$ cat src/pkg/dma_cfg.svh
// Constants for the two-channel transfer unit
`ifndef DMA_CFG_SVH
`define DMA_CFG_SVH
`define ADDR_W          20
`define CNT_W           16
// Register word offsets (byte addresses)
`define OFF_SRC0        8'h00
`define OFF_DST0        8'h04
`define OFF_CNT0        8'h08
`define OFF_CTL0        8'h0C
`define OFF_SRC1        8'h10
`define OFF_DST1        8'h14
`define OFF_CNT1        8'h18
`define OFF_CTL1        8'h1C
`define OFF_UNIT        8'h20
// Control field positions
`define CTL_ARM         0
`define CTL_WORD        1
`define CTL_SINC        2
`define CTL_SDEC        3
`define CTL_DINC        4
`define CTL_DDEC        5
`define CTL_SMEM        6
`define CTL_DMEM        7
`define CTL_SYNC_LO     8
`define CTL_SYNC_HI     9
`define CTL_TC          10
`define CTL_IRQEN       11
`define CTL_PRIO        12
`define CTL_TIMER       13
`define CTL_DONE        14
`define CTL_RST         15'h0000
// Unit control bits
`define UNIT_SUSPEND    0
`define UNIT_NMI_OVR    1
// Timing count and I/O address limit
`define REQ_LAT_CLK     4
`define IO_LIMIT        20'h0FFFF
`endif

$ cat src/pkg/dma_pkg.sv
// Types for the two-channel transfer unit
package dma_pkg;
   typedef enum logic [1:0] {
      SYNC_NONE = 2'h0,
      SYNC_SRC  = 2'h1,
      SYNC_DST  = 2'h2
   } sync_mode_t;
   typedef enum logic [6:0] {
      ST_IDLE   = 7'h01,
      ST_WAIT   = 7'h02,
      ST_FETCH  = 7'h04,
      ST_DEPO   = 7'h08,
      ST_UPD    = 7'h10,
      ST_GAP    = 7'h20,
      ST_RELSE  = 7'h40
   } xfer_state_t;
endpackage : dma_pkg

$ cat src/rtl/two_channel_dma_unit.sv
// Two-channel transfer unit with Wishbone register access
//
// Added by the designer: the Wishbone slave port and the register offsets.
`timescale 1ns/10ps
`default_nettype none
`include "dma_cfg.svh"
module two_channel_dma_unit #(
   parameter int BUS16 = 1
) (
   input  wire logic                 sys_clk,
   input  wire logic                 rst_n,
   input  wire logic                 wb_cyc_i,
   input  wire logic                 wb_stb_i,
   input  wire logic                 wb_we_i,
   input  wire logic [7:0]           wb_adr_i,
   input  wire logic [3:0]           wb_sel_i,
   input  wire logic [31:0]          wb_dat_i,
   output logic      [31:0]          wb_dat_o,
   output logic                      wb_ack_o,
   input  wire logic [1:0]           transfer_request_pin,
   input  wire logic                 timer_max_pulse,
   input  wire logic                 nmi_active,
   output logic                      bus_req,
   input  wire logic                 bus_grant,
   output logic                      cycle_start,
   input  wire logic                 cycle_done,
   output logic      [19:0]          cycle_addr,
   output logic                      cycle_mem,
   output logic                      cycle_write,
   output logic                      cycle_word,
   output logic                      cycle_hi_byte,
   output logic                      cycle_cs_allow,
   output logic      [15:0]          cycle_wdata,
   input  wire logic [15:0]          cycle_rdata,
   output logic                      alternate_master_status_bit,
   output logic      [1:0]           count_zero_irq
);
   if (BUS16 != 0 && BUS16 != 1) begin : g_bad_bus
      $error("BUS16 must be 0 or 1");
   end
   // ----------------------------------------
   // Register storage
   // ----------------------------------------
   logic [19:0] src_reg [2];
   logic [19:0] dst_reg [2];
   logic [15:0] cnt_reg [2];
   logic [14:0] ctl_reg [2];
   logic [1:0]  unit_reg;
   logic [1:0]  pend_reg;
   logic        cur_reg;
   logic        rot_reg;
   logic [2:0]  sub_reg;
   logic [15:0] data_reg;
   logic [2:0]  wait_reg;
   logic [1:0]  sync1_reg, sync2_reg, sync3_reg, pin_reg;
   dma_pkg::xfer_state_t state_reg;
   logic        nmi_q_reg;
   logic        ovr_clr;
   // Channel mode decode
   function automatic logic [1:0] sync_of(input logic [14:0] c);
      sync_of = c[`CTL_SYNC_HI:`CTL_SYNC_LO];
   endfunction
   function automatic logic [19:0] step_of(input logic [14:0] c, input logic inc, input logic dec,
                                           input logic [19:0] p);
      logic [19:0] s;
      s = c[`CTL_WORD] ? 20'h00002 : 20'h00001;
      if (inc && !dec) step_of = p + s;
      else if (dec && !inc) step_of = p - s;
      else step_of = p;
   endfunction
   // ----------------------------------------
   // Wishbone slave
   // ----------------------------------------
   logic wb_hit;
   logic wr_now;
   logic [3:0] widx;
   assign wb_hit = wb_cyc_i && wb_stb_i && !wb_ack_o;
   assign wr_now = wb_hit && wb_we_i;
   assign widx = wb_adr_i[5:2];
   always_ff @(posedge sys_clk or negedge rst_n) begin
      if (!rst_n) begin
         wb_ack_o <= 1'b0;
         wb_dat_o <= 32'h0000_0000;
      end else begin
         wb_ack_o <= wb_hit;
         if (wb_hit && !wb_we_i) begin
            unique case (wb_adr_i)
               `OFF_SRC0: wb_dat_o <= {12'h000, src_reg[0]};
               `OFF_DST0: wb_dat_o <= {12'h000, dst_reg[0]};
               `OFF_CNT0: wb_dat_o <= {16'h0000, cnt_reg[0]};
               `OFF_CTL0: wb_dat_o <= {17'h00000, ctl_reg[0]};
               `OFF_SRC1: wb_dat_o <= {12'h000, src_reg[1]};
               `OFF_DST1: wb_dat_o <= {12'h000, dst_reg[1]};
               `OFF_CNT1: wb_dat_o <= {16'h0000, cnt_reg[1]};
               `OFF_CTL1: wb_dat_o <= {17'h00000, ctl_reg[1]};
               `OFF_UNIT: wb_dat_o <= {30'h00000000, unit_reg};
               default:   wb_dat_o <= 32'h0000_0000;
            endcase
         end
      end
   end
   // ----------------------------------------
   // Request pin synchroniser
   // ----------------------------------------
   always_ff @(posedge sys_clk or negedge rst_n) begin
      if (!rst_n) begin
         sync1_reg <= 2'h0;
         sync2_reg <= 2'h0;
         sync3_reg <= 2'h0;
         pin_reg   <= 2'h0;
      end else begin
         sync1_reg <= transfer_request_pin;
         sync2_reg <= sync1_reg;
         sync3_reg <= sync2_reg;
         // Change counts once stages two and three agree
         pin_reg   <= (sync2_reg & sync3_reg) | (pin_reg & (sync2_reg | sync3_reg));
      end
   end
   // ----------------------------------------
   // Unit control: suspend and NMI
   // ----------------------------------------
   always_ff @(posedge sys_clk or negedge rst_n) begin
      if (!rst_n) begin
         nmi_q_reg <= 1'b0;
      end else begin
         nmi_q_reg <= nmi_active;
      end
   end
   assign ovr_clr = nmi_q_reg && !nmi_active;
   always_ff @(posedge sys_clk or negedge rst_n) begin
      if (!rst_n) begin
         unit_reg <= 2'h0;
      end else if (wr_now && wb_adr_i == `OFF_UNIT && wb_sel_i[0]) begin
         unit_reg <= wb_dat_i[1:0];
      end else if (ovr_clr) begin
         unit_reg[`UNIT_NMI_OVR] <= 1'b0;
      end
   end
   logic run_ok;
   assign run_ok = !unit_reg[`UNIT_SUSPEND] && (!nmi_active || unit_reg[`UNIT_NMI_OVR]);
   // ----------------------------------------
   // Request latches and arbitration
   // ----------------------------------------
   logic [1:0] want;
   logic [1:0] eligible;
   logic       pick;
   logic       end_xfer;
   logic       split;
   logic       last_sub;
   logic       zero_hit;
   always_comb begin
      for (int c = 0; c < 2; c++) begin
         eligible[c] = ctl_reg[c][`CTL_ARM] && pend_reg[c];
      end
      eligible = run_ok ? eligible : 2'h0;
      if (ctl_reg[0][`CTL_PRIO] != ctl_reg[1][`CTL_PRIO]) begin
         pick = ctl_reg[1][`CTL_PRIO] ? (eligible[1] ? 1'b1 : 1'b0) : (eligible[0] ? 1'b0 : 1'b1);
      end else begin
         pick = rot_reg ? (eligible[1] ? 1'b1 : 1'b0) : (eligible[0] ? 1'b0 : 1'b1);
      end
   end
   generate
      for (genvar g = 0; g < 2; g++) begin : g_req
         always_comb begin
            unique case (sync_of(ctl_reg[g]))
               dma_pkg::SYNC_NONE: want[g] = ctl_reg[g][`CTL_TIMER] ? 1'b0 : 1'b1;
               default:            want[g] = pin_reg[g];
            endcase
         end
         always_ff @(posedge sys_clk or negedge rst_n) begin
            if (!rst_n) begin
               pend_reg[g] <= 1'b0;
            end else if (!ctl_reg[g][`CTL_ARM]) begin
               pend_reg[g] <= 1'b0;
            end else if (ctl_reg[g][`CTL_TIMER] && timer_max_pulse) begin
               pend_reg[g] <= 1'b1;
            end else if (state_reg == dma_pkg::ST_DEPO && cycle_start && cur_reg == 1'(g) && last_sub) begin
               pend_reg[g] <= 1'b0;
            end else if (!ctl_reg[g][`CTL_TIMER]) begin
               pend_reg[g] <= want[g];
            end
         end
      end
   endgenerate
   // ----------------------------------------
   // Transfer sequencer
   // ----------------------------------------
   logic [14:0] cc;
   logic [19:0] sp, dp;
   assign cc = ctl_reg[cur_reg];
   assign sp = src_reg[cur_reg];
   assign dp = dst_reg[cur_reg];
   // Odd word splits on 16-bit bus
   assign split = cc[`CTL_WORD] && (BUS16 == 1) && (sp[0] || dp[0]);
   assign last_sub = !split || sub_reg[0];
   assign end_xfer = state_reg == dma_pkg::ST_DEPO && cycle_done && last_sub;
   assign zero_hit = cnt_reg[cur_reg] == 16'h0001;
   always_ff @(posedge sys_clk or negedge rst_n) begin
      if (!rst_n) begin
         state_reg <= dma_pkg::ST_IDLE;
         cur_reg   <= 1'b0;
         sub_reg   <= 3'h0;
         wait_reg  <= 3'h0;
         data_reg  <= 16'h0000;
         rot_reg   <= 1'b1;
      end else begin
         unique case (state_reg)
            dma_pkg::ST_IDLE: begin
               sub_reg <= 3'h0;
               if (eligible != 2'h0) begin
                  cur_reg   <= pick;
                  wait_reg  <= 3'(`REQ_LAT_CLK - 2);
                  state_reg <= dma_pkg::ST_WAIT;
               end else begin
                  rot_reg <= 1'b1;
               end
            end
            dma_pkg::ST_WAIT: begin
               if (wait_reg != 3'h0) wait_reg <= wait_reg - 3'h1;
               else if (bus_grant) state_reg <= dma_pkg::ST_FETCH;
            end
            // Bus held across fetch and deposit
            dma_pkg::ST_FETCH: begin
               if (cycle_done) begin
                  if (split && !sub_reg[0]) data_reg[7:0] <= sp[0] ? cycle_rdata[15:8] : cycle_rdata[7:0];
                  else if (split) data_reg[15:8] <= sp[0] ? cycle_rdata[7:0] : cycle_rdata[15:8];
                  else data_reg <= cycle_rdata;
                  if (split && !sub_reg[0]) sub_reg <= 3'h1;
                  else begin
                     sub_reg   <= 3'h0;
                     state_reg <= dma_pkg::ST_DEPO;
                  end
               end
            end
            dma_pkg::ST_DEPO: begin
               if (cycle_done) begin
                  if (!last_sub) sub_reg <= 3'h1;
                  else state_reg <= dma_pkg::ST_UPD;
               end
            end
            dma_pkg::ST_UPD: begin
               rot_reg <= !cur_reg;
               // Two idle states for destination sync
               if (sync_of(cc) == dma_pkg::SYNC_DST) begin
                  wait_reg  <= 3'h1;
                  state_reg <= dma_pkg::ST_RELSE;
               end else begin
                  state_reg <= dma_pkg::ST_GAP;
               end
            end
            dma_pkg::ST_GAP: state_reg <= dma_pkg::ST_IDLE;
            dma_pkg::ST_RELSE: begin
               rot_reg <= 1'b1;
               if (wait_reg != 3'h0) wait_reg <= wait_reg - 3'h1;
               else state_reg <= dma_pkg::ST_IDLE;
            end
            default: state_reg <= dma_pkg::ST_IDLE;
         endcase
      end
   end
   // ----------------------------------------
   // Channel registers and updates
   // ----------------------------------------
   generate
      for (genvar g = 0; g < 2; g++) begin : g_ch
         logic [7:0] base;
         logic upd;
         assign base = 8'(g * 16);
         assign upd = state_reg == dma_pkg::ST_UPD && cur_reg == 1'(g);
         always_ff @(posedge sys_clk or negedge rst_n) begin
            if (!rst_n) begin
               src_reg[g] <= 20'h00000;
               dst_reg[g] <= 20'h00000;
               cnt_reg[g] <= 16'h0000;
               ctl_reg[g] <= `CTL_RST;
               count_zero_irq[g] <= 1'b0;
            end else begin
               count_zero_irq[g] <= 1'b0;
               if (wr_now && wb_adr_i == base + `OFF_SRC0) src_reg[g] <= wb_dat_i[19:0];
               // Update after final deposit; 20-bit flat
               else if (upd) src_reg[g] <= step_of(ctl_reg[g], ctl_reg[g][`CTL_SINC], ctl_reg[g][`CTL_SDEC], src_reg[g]);
               if (wr_now && wb_adr_i == base + `OFF_DST0) dst_reg[g] <= wb_dat_i[19:0];
               else if (upd) dst_reg[g] <= step_of(ctl_reg[g], ctl_reg[g][`CTL_DINC], ctl_reg[g][`CTL_DDEC], dst_reg[g]);
               if (wr_now && wb_adr_i == base + `OFF_CNT0) cnt_reg[g] <= wb_dat_i[15:0];
               else if (upd) cnt_reg[g] <= cnt_reg[g] - 16'h0001;
               if (upd && zero_hit) begin
                  count_zero_irq[g] <= ctl_reg[g][`CTL_IRQEN];
                  ctl_reg[g][`CTL_DONE] <= 1'b1;
               end
               // Software disarm takes effect on new starts only
               if (wr_now && wb_adr_i == base + `OFF_CTL0) begin
                  ctl_reg[g] <= {upd && zero_hit, wb_dat_i[13:0]};
               end else if (upd && zero_hit &&
                            (ctl_reg[g][`CTL_TC] || sync_of(ctl_reg[g]) == dma_pkg::SYNC_NONE)) begin
                  ctl_reg[g][`CTL_ARM] <= 1'b0;
               end
            end
         end
      end
   endgenerate
   // ----------------------------------------
   // Bus engine outputs
   // ----------------------------------------
   logic [19:0] addr_now;
   logic        mem_now;
   logic        dep;
   assign dep = state_reg == dma_pkg::ST_DEPO;
   assign addr_now = (dep ? dp : sp) + (split ? {19'h00000, sub_reg[0]} : 20'h00000);
   assign mem_now = dep ? cc[`CTL_DMEM] : cc[`CTL_SMEM];
   always_ff @(posedge sys_clk or negedge rst_n) begin
      if (!rst_n) begin
         cycle_addr     <= 20'h00000;
         cycle_mem      <= 1'b0;
         cycle_write    <= 1'b0;
         cycle_word     <= 1'b0;
         cycle_hi_byte  <= 1'b0;
         cycle_cs_allow <= 1'b0;
         cycle_wdata    <= 16'h0000;
      end else begin
         cycle_addr     <= addr_now;
         cycle_mem      <= mem_now;
         cycle_write    <= dep;
         cycle_word     <= cc[`CTL_WORD] && !split;
         cycle_hi_byte  <= split && sub_reg[0];
         // No chip select above 64K I/O
         cycle_cs_allow <= mem_now || addr_now <= `IO_LIMIT;
         cycle_wdata    <= split ? (sub_reg[0] ? {data_reg[15:8], data_reg[15:8]}
                                               : {data_reg[7:0], data_reg[7:0]}) : data_reg;
      end
   end
   logic in_cyc_reg;
   // Start waits a cycle so registered address fields have settled
   always_ff @(posedge sys_clk or negedge rst_n) begin
      if (!rst_n) begin
         in_cyc_reg <= 1'b0;
      end else begin
         in_cyc_reg <= (state_reg == dma_pkg::ST_FETCH || dep) && !cycle_done;
      end
   end
   assign bus_req = state_reg == dma_pkg::ST_WAIT || state_reg == dma_pkg::ST_FETCH || dep;
   assign cycle_start = (state_reg == dma_pkg::ST_FETCH || dep) && in_cyc_reg;
   assign alternate_master_status_bit = state_reg == dma_pkg::ST_FETCH || dep;
endmodule : two_channel_dma_unit
`default_nettype wire

$ cat config.mk
export PLATFORM = sky130hd
export DESIGN_NAME = two_channel_dma_unit
export DESIGN_NICKNAME = d
export VERILOG_FILES = /design/src/pkg/dma_pkg.sv /design/src/rtl/two_channel_dma_unit.sv
export VERILOG_INCLUDE_DIRS = /design/src /design/src/pkg
export SDC_FILE = /design/constraint.sdc
export NUM_CORES = 1
export LEC_CHECK = 0
export BUFFER_PORTS_ARGS = -buffer_cell sky130_fd_sc_hd__buf_4
export CAP_MARGIN = 25
export CORE_ASPECT_RATIO = 1.2
export CORE_UTILIZATION = 45
export CTS_CLUSTER_DIAMETER = 30
export DETAILED_ROUTE_END_ITERATION = 6
export SETUP_SLACK_MARGIN = 0.1
export SKIP_CTS_REPAIR_TIMING = 1
export SLEW_MARGIN = 5
export SYNTH_ARGS = -nofsm -noshare
export SYNTH_HDL_FRONTEND = slang
export SYNTH_SLANG_ARGS = --single-unit
$ cat constraint.sdc
create_clock -name sys_clk -period 6.7 [get_ports sys_clk]
set_input_delay 1.005 -clock sys_clk [delete_from_list [all_inputs] [get_ports sys_clk]]
set_output_delay 1.005 -clock sys_clk [all_outputs]
set_load 0.05 [all_outputs]
# == After elaboration in Yosys (flattened, before gate mapping) ==
# Cells that the tools add are included.
# totals
out_inout_bits,79
elab_cells,292
reg_bits,261
input_bits,71
# classes
n_mux,94
reduce_logical,105
add_sub_neg,12
n_bitwise,7
order_cmp,2
n_eq_ne,32
# op_table
operator,count
$mux W20,23
$pmux W20 S9,1
$mux W16,9
$mux W7,9
$logic_and A1 B1 Y1,45
$pmux W7 S6,1
$add A20 B2 Y20,2
$add A20 B20 Y20,2
$mux W8,5
$sub A20 B2 Y20,2
$sub A20 B20 Y20,2
$eq A8 B5 Y1 const B,4
$mux W1,32
$sub A16 B1 Y16 const B,2
$mux W10,3
$mux W14,2
$reduce_bool A2 Y1,12
$reduce_bool A3 Y1,8
$ne A2 B2 Y1 const B,11
$add A20 B1 Y20,1
$le A20 B16 Y1 const B,1
$eq A16 B1 Y1 const B,1
$eq A8 B4 Y1 const B,2
$logic_not A1 Y1,16
other kinds (30),56

# == Logic depth before layout (Yosys ltp) ==
# depth
word_depth,12
mapped_depth,15
mapped_depth_nobuf,13

# == Least setup slack after synthesis ==
# Ideal clock, no wire load.
# synth_path
path_kind,reg2reg
startpoint,register ctl_reg[20] (netlist name)
endpoint,register dst_reg[38] (netlist name)
setup_time_ns,0.096
t_required_ns,6.604
synth_period_minus_slack_ns,3.388
stages_incl_launch_ff,13
arrival_ns,3.293
setup_slack_ns,3.312
cell_sequence,dfrtp_1 > nand2b_1 > nand2b_1 > fa_1 > a21o_1 > a21oi_1 > o21ai_1 > a221oi_2 > nor3_1 > a2111oi_2 > a21oi_1 > xnor2_1 > o31ai_1
# synth_via
elab_chain_len,5
elab_cells_between_ends,8
classes_between,3 x mux; 5 x reduce/logical
# synth_lines
item,line,rtl
from (decl),two_channel_dma_unit.sv:47,logic [14:0] ctl_reg [2];
"from (signal, indexed assignment)",two_channel_dma_unit.sv:275,ctl_reg[g] <= `CTL_RST;
"from (signal, indexed assignment)",two_channel_dma_unit.sv:292,"ctl_reg[g] <= {upd && zero_hit, wb_dat_i[13:0]};"
$logic_not A1 Y1,two_channel_dma_unit.sv:67,if (inc && !dec) step_of = p + s;
$logic_and A1 B1 Y1,two_channel_dma_unit.sv:67,
$mux W20,two_channel_dma_unit.sv:67,
$mux W20,two_channel_dma_unit.sv:283,"else if (upd) dst_reg[g] <= step_of(ctl_reg[g], ctl_reg[g][`CTL_DINC], ctl_reg[g][`CTL_DDEC], dst_reg[g]);"
$mux W20,two_channel_dma_unit.sv:282,if (wr_now && wb_adr_i == base + `OFF_DST0) dst_reg[g] <= wb_dat_i[19:0];
"to (signal, indexed assignment)",two_channel_dma_unit.sv:282,
"to (signal, indexed assignment)",two_channel_dma_unit.sv:283,
to (decl),two_channel_dma_unit.sv:45,logic [19:0] dst_reg [2];
# Several ways; a longest one is shown, not always the timed one. The select of a mux whose other input is x is not followed.
# A chain may end at the register's enable or synchronous reset.

# == Worst setup path in the final report ==
# Ends and elaborated chain as after synthesis.

==> flow_results.org <==
** Run status
- The flow ran to the end, and the final reports show no timing, DRC or antenna violations.

** Job
- Across the run, the number of max-cap violations was 0.

** Logic synthesis
- For this run, asynchronously set or reset flops after synthesis account for 1.00.
- Cell types occupying the most area after synthesis :: sky130_fd_sc_hd__dfrtp_1 (38%), sky130_fd_sc_hd__ha_1 (6.3%), sky130_fd_sc_hd__nand2_1 (5.0%)
- Synth warn :: 0
- Of the synthesized area, sequential elements account for 0.382.
- Post-synth top area share :: 0.379
- Area leader, netlist :: sky130_fd_sc_hd__dfrtp_1
- In the synthesized netlist the dominant register cell turns out to be sky130_fd_sc_hd__dfrtp_1.
- Syn Area/Cell :: 9.15 µm²
- Counting flops with a built-in enable in the synthesized netlist gives 0.
- Distinct cells, synth :: 90
- Post-synthesis register bit count :: 249
- The cell area that synthesis handed to floorplanning was 0.0163 mm².
- Synthesized netlist cell count :: 1,783
- Yosys instantiated no cell more often than sky130_fd_sc_hd__dfrtp_1.
- By count the netlist is led by sky130_fd_sc_hd__dfrtp_1 (247), sky130_fd_sc_hd__nand2_1 (219), sky130_fd_sc_hd__nor2_1 (165).

** Power
- Power comes to 5.25 mW.
- Sequential share of power :: 0.336
- The share of total power dissipated in combinational logic is 0.164.
- Summed over all nets, the switching power comes to 1.59 mW.
- For this design the static power due to leakage is 8.01 nW.
- IR analysis of the VDD net gives a maximum drop of 0.000234 V.
- Of the total power, the share spent switching nets is 0.302.
- The share of total power dissipated in the clock network is 0.500.
- Internal Pwr Total :: 3.67 mW
- Power density over the cells :: 270 mW/mm²

** Setup path
- Traced cell by cell, the critical path runs through nand2b_1, nand2b_1, fa_1, a21o_1, a21oi_1, o21ai_1, a221oi_2, nor3_1, a2111oi_2, a21oi_1, xnor2_1, o31ai_1.
- In this run the worst path has a maximum fanout of 19.
- The worst setup path is captured at a flop.
- STA classifies the critical path startpoint as a flop.
- The largest individual stage delay along the critical path comes from the cell sky130_fd_sc_hd__nand2b_1.
- Required time of the worst setup path :: 7.16 ns
- Data on the critical path arrives at its endpoint at 4.62 ns.
- Max incr delay on CP :: 0.61 ns
- Count of buffer and inverter cells on the critical path :: 0
- By startpoint and endpoint, the worst setup path is classified as reg2reg.
- Family with the most delay on the worst path :: compound AO/OA/AOI/OAI gates

** Floorplanning
- Boundary Pins :: 150
- Starting Density :: 0.455
- After floorplanning, the core was sized to cover 0.0358 mm².
- Num rows :: 76
- Die X :: 176 µm
- Chip Height :: 211 µm
- The die covers 0.0370 mm².

** Placed design
- The congestion estimate from routability-driven global placement came to 0.933.
- Final HPWL DP :: 36,100 µm
- Post-placement cell count :: 2,304
- Post-DP Area :: 0.0176 mm²
- # port buffers :: 122

** CTS
- Cell chosen for the clock root :: sky130_fd_sc_hd__clkbuf_16
- The clock reaches the later pin of the worst-skew pair after 0.57 ns.
- The clock net in this run drives a total of 249 sinks.
- Buffers inserted during clock tree synthesis total 50.
- The longest clock path from root to sink contains 3 buffers.
- CTS tree :: done
- The H-tree was split into 2 levels.
- After clock tree synthesis, the clock-pin slew on the worst setup and hold paths is 0.05 ns.

** STA
- Worst hold margin :: 0.352 ns
- Hold Vio Cnt, Final :: 0
- In the final timing run, aggregate negative setup slack is 0 ns.
- Between clock sinks in the finished design, the worst skew comes to 0.0289 ns.
- Setup violations remaining at the end of the flow were counted as 0.
- Setup repair after global routing left no endpoint under its margin.
- Post-layout minimum cycle time :: 4.16 ns
- The worst pin sits at a relative slew slack of 0.328.
- Dividing the final minimum period by the clock period gives 0.621.
- Maximum clock frequency :: 240 MHz
- At the pin with the least slew margin, the transition time is 1.01 ns.
- Slew Limit Fails :: 0

** GRT
- Met2 track demand over resource in global routing :: 0.426
- Summed over all layers, the global routing overflow is 0.
- GRT busiest layer :: met2
- In the global route stage, met1 resource usage came out at 0.363.
- For met3 alone, demand over resource in global routing was 0.0438.
- In the global route stage, overall resource usage came out at 0.270.
- Global-route wire length before repair :: 76,500 µm
- Entering global routing, the biggest net connects 141 pins.
- Initial antenna violation count :: 0
- Number of global-route vias before repair :: 13,450

** Route
- The count of nets left with antenna violations once routing finished came out at 0.
- After detailed routing, the number of remaining DRC violations is 0.
- For this run, the detailed router's first-pass iteration total came to 5.
- Vias post-DR :: 13,909
- Avg WL per Cell :: 20.5 µm
- DR vias/cell :: 5.79
- Summed over all layers, the routed wires come to 49,200 µm.
- Number of DRC violations after detailed-routing iteration 0 :: 993

** Final layout
- Summing all non-filler instances in the final layout gives an area of 0.0195 mm².
- Fraction of final layout cells with drive strength greater than 1 :: 0.171
- Layout Cells excl Fill :: 2,402
- The net count of the finished layout is 2,049.
- Growth of design area from synthesis to finish :: 19.4%
- The repair_antennas step left the layout with diodes totalling 0.

** Hold path
- Min-Delay Path Class :: reg2reg
==> worst paths after layout <==
path	from	end	slack (ns)	depth (start not counted)
worst max-delay path	ctl_reg[20]	dst_reg[38]	2.54	12
worst min-delay path	sync1_reg[1]	sync2_reg[1]	0.35	0
worst max register to register	ctl_reg[20]	dst_reg[38]	2.54	12
worst min register to register	sync1_reg[1]	sync2_reg[1]	0.35	0
max in group asynchronous	rst_n	cnt_reg[8]	4.98	2
min in group asynchronous	rst_n	cycle_addr[18]	0.45	1
==> stage by stage <==
step / utilization / setup slack, ns
final: 0.543 / 2.54
after global routing: 0.543 / 2.17
after CTS: 0.541 / 2.56
after detailed placement: 0.491 / 2.60
after global placement: 0.490 / 2.64
after floorplan: - / 3.31
==> power groups by stage <==
| stage | sequential (mW) | combinational, mW | clock (mW) |
|---|---|---|---|
| after floorplan | 1.94 | 0.429 | 0 |
| after global placement | 1.78 | 0.845 | 0 |
| after detailed placement | 1.79 | 0.866 | 0 |
| after CTS | 1.76 | 0.869 | 2.66 |
| after global routing | 1.78 | 0.947 | 2.72 |
| final | 1.76 | 0.862 | 2.63 |
==> final cells by class <==
cell class / count / area (µm²)
fill: 3233 / 16400
multi-input combinational: 1408 / 9530
sequential: 249 / 6230
clock buffer: 60 / 1370
timing repair buffer: 144 / 1180
tap: 468 / 586
clock inverter: 34 / 432
inverter: 39 / 146
==> cell families (layout without fill, tap and decap cells) <==
family,Yosys count,count (layout),share of synthesized area
and+or+nand+nor,581,581,0.170
AOI/OAI and AO/OA,504,504,0.199
other,1,12,0.000230
DFF,249,249,0.382
buffers and inverters,137,277,0.0372
adders and majority gates,89,89,0.0696
xor gates and xnor gates,119,119,0.0639
muxes,103,103,0.0779
==> routing by layer <==
| layer | share of wire | vias to the layer above |
|---|---|---|
| met5 | 0 | - |
| met4 | 0.043 | 0 |
| met3 | 0.059 | 89 |
| met2 | 0.46 | 386 |
| met1 | 0.44 | 6765 |
| li1 | - | 6669 |
==> placed cells by master, fill, tap and decap left out, types with 47 or more instances in the layout <==
cell                        count
sky130_fd_sc_hd__a21oi_1      157
sky130_fd_sc_hd__buf_4        136
sky130_fd_sc_hd__clkbuf_16     51
sky130_fd_sc_hd__dfrtp_1      246
sky130_fd_sc_hd__ha_1          82
sky130_fd_sc_hd__mux2i_1       56
sky130_fd_sc_hd__nand2_1      219
sky130_fd_sc_hd__nand3_1       47
sky130_fd_sc_hd__nor2_1       165
sky130_fd_sc_hd__o21ai_0       96
sky130_fd_sc_hd__xnor2_1       75
No activity file was read; power rests on OpenSTA's default activity.
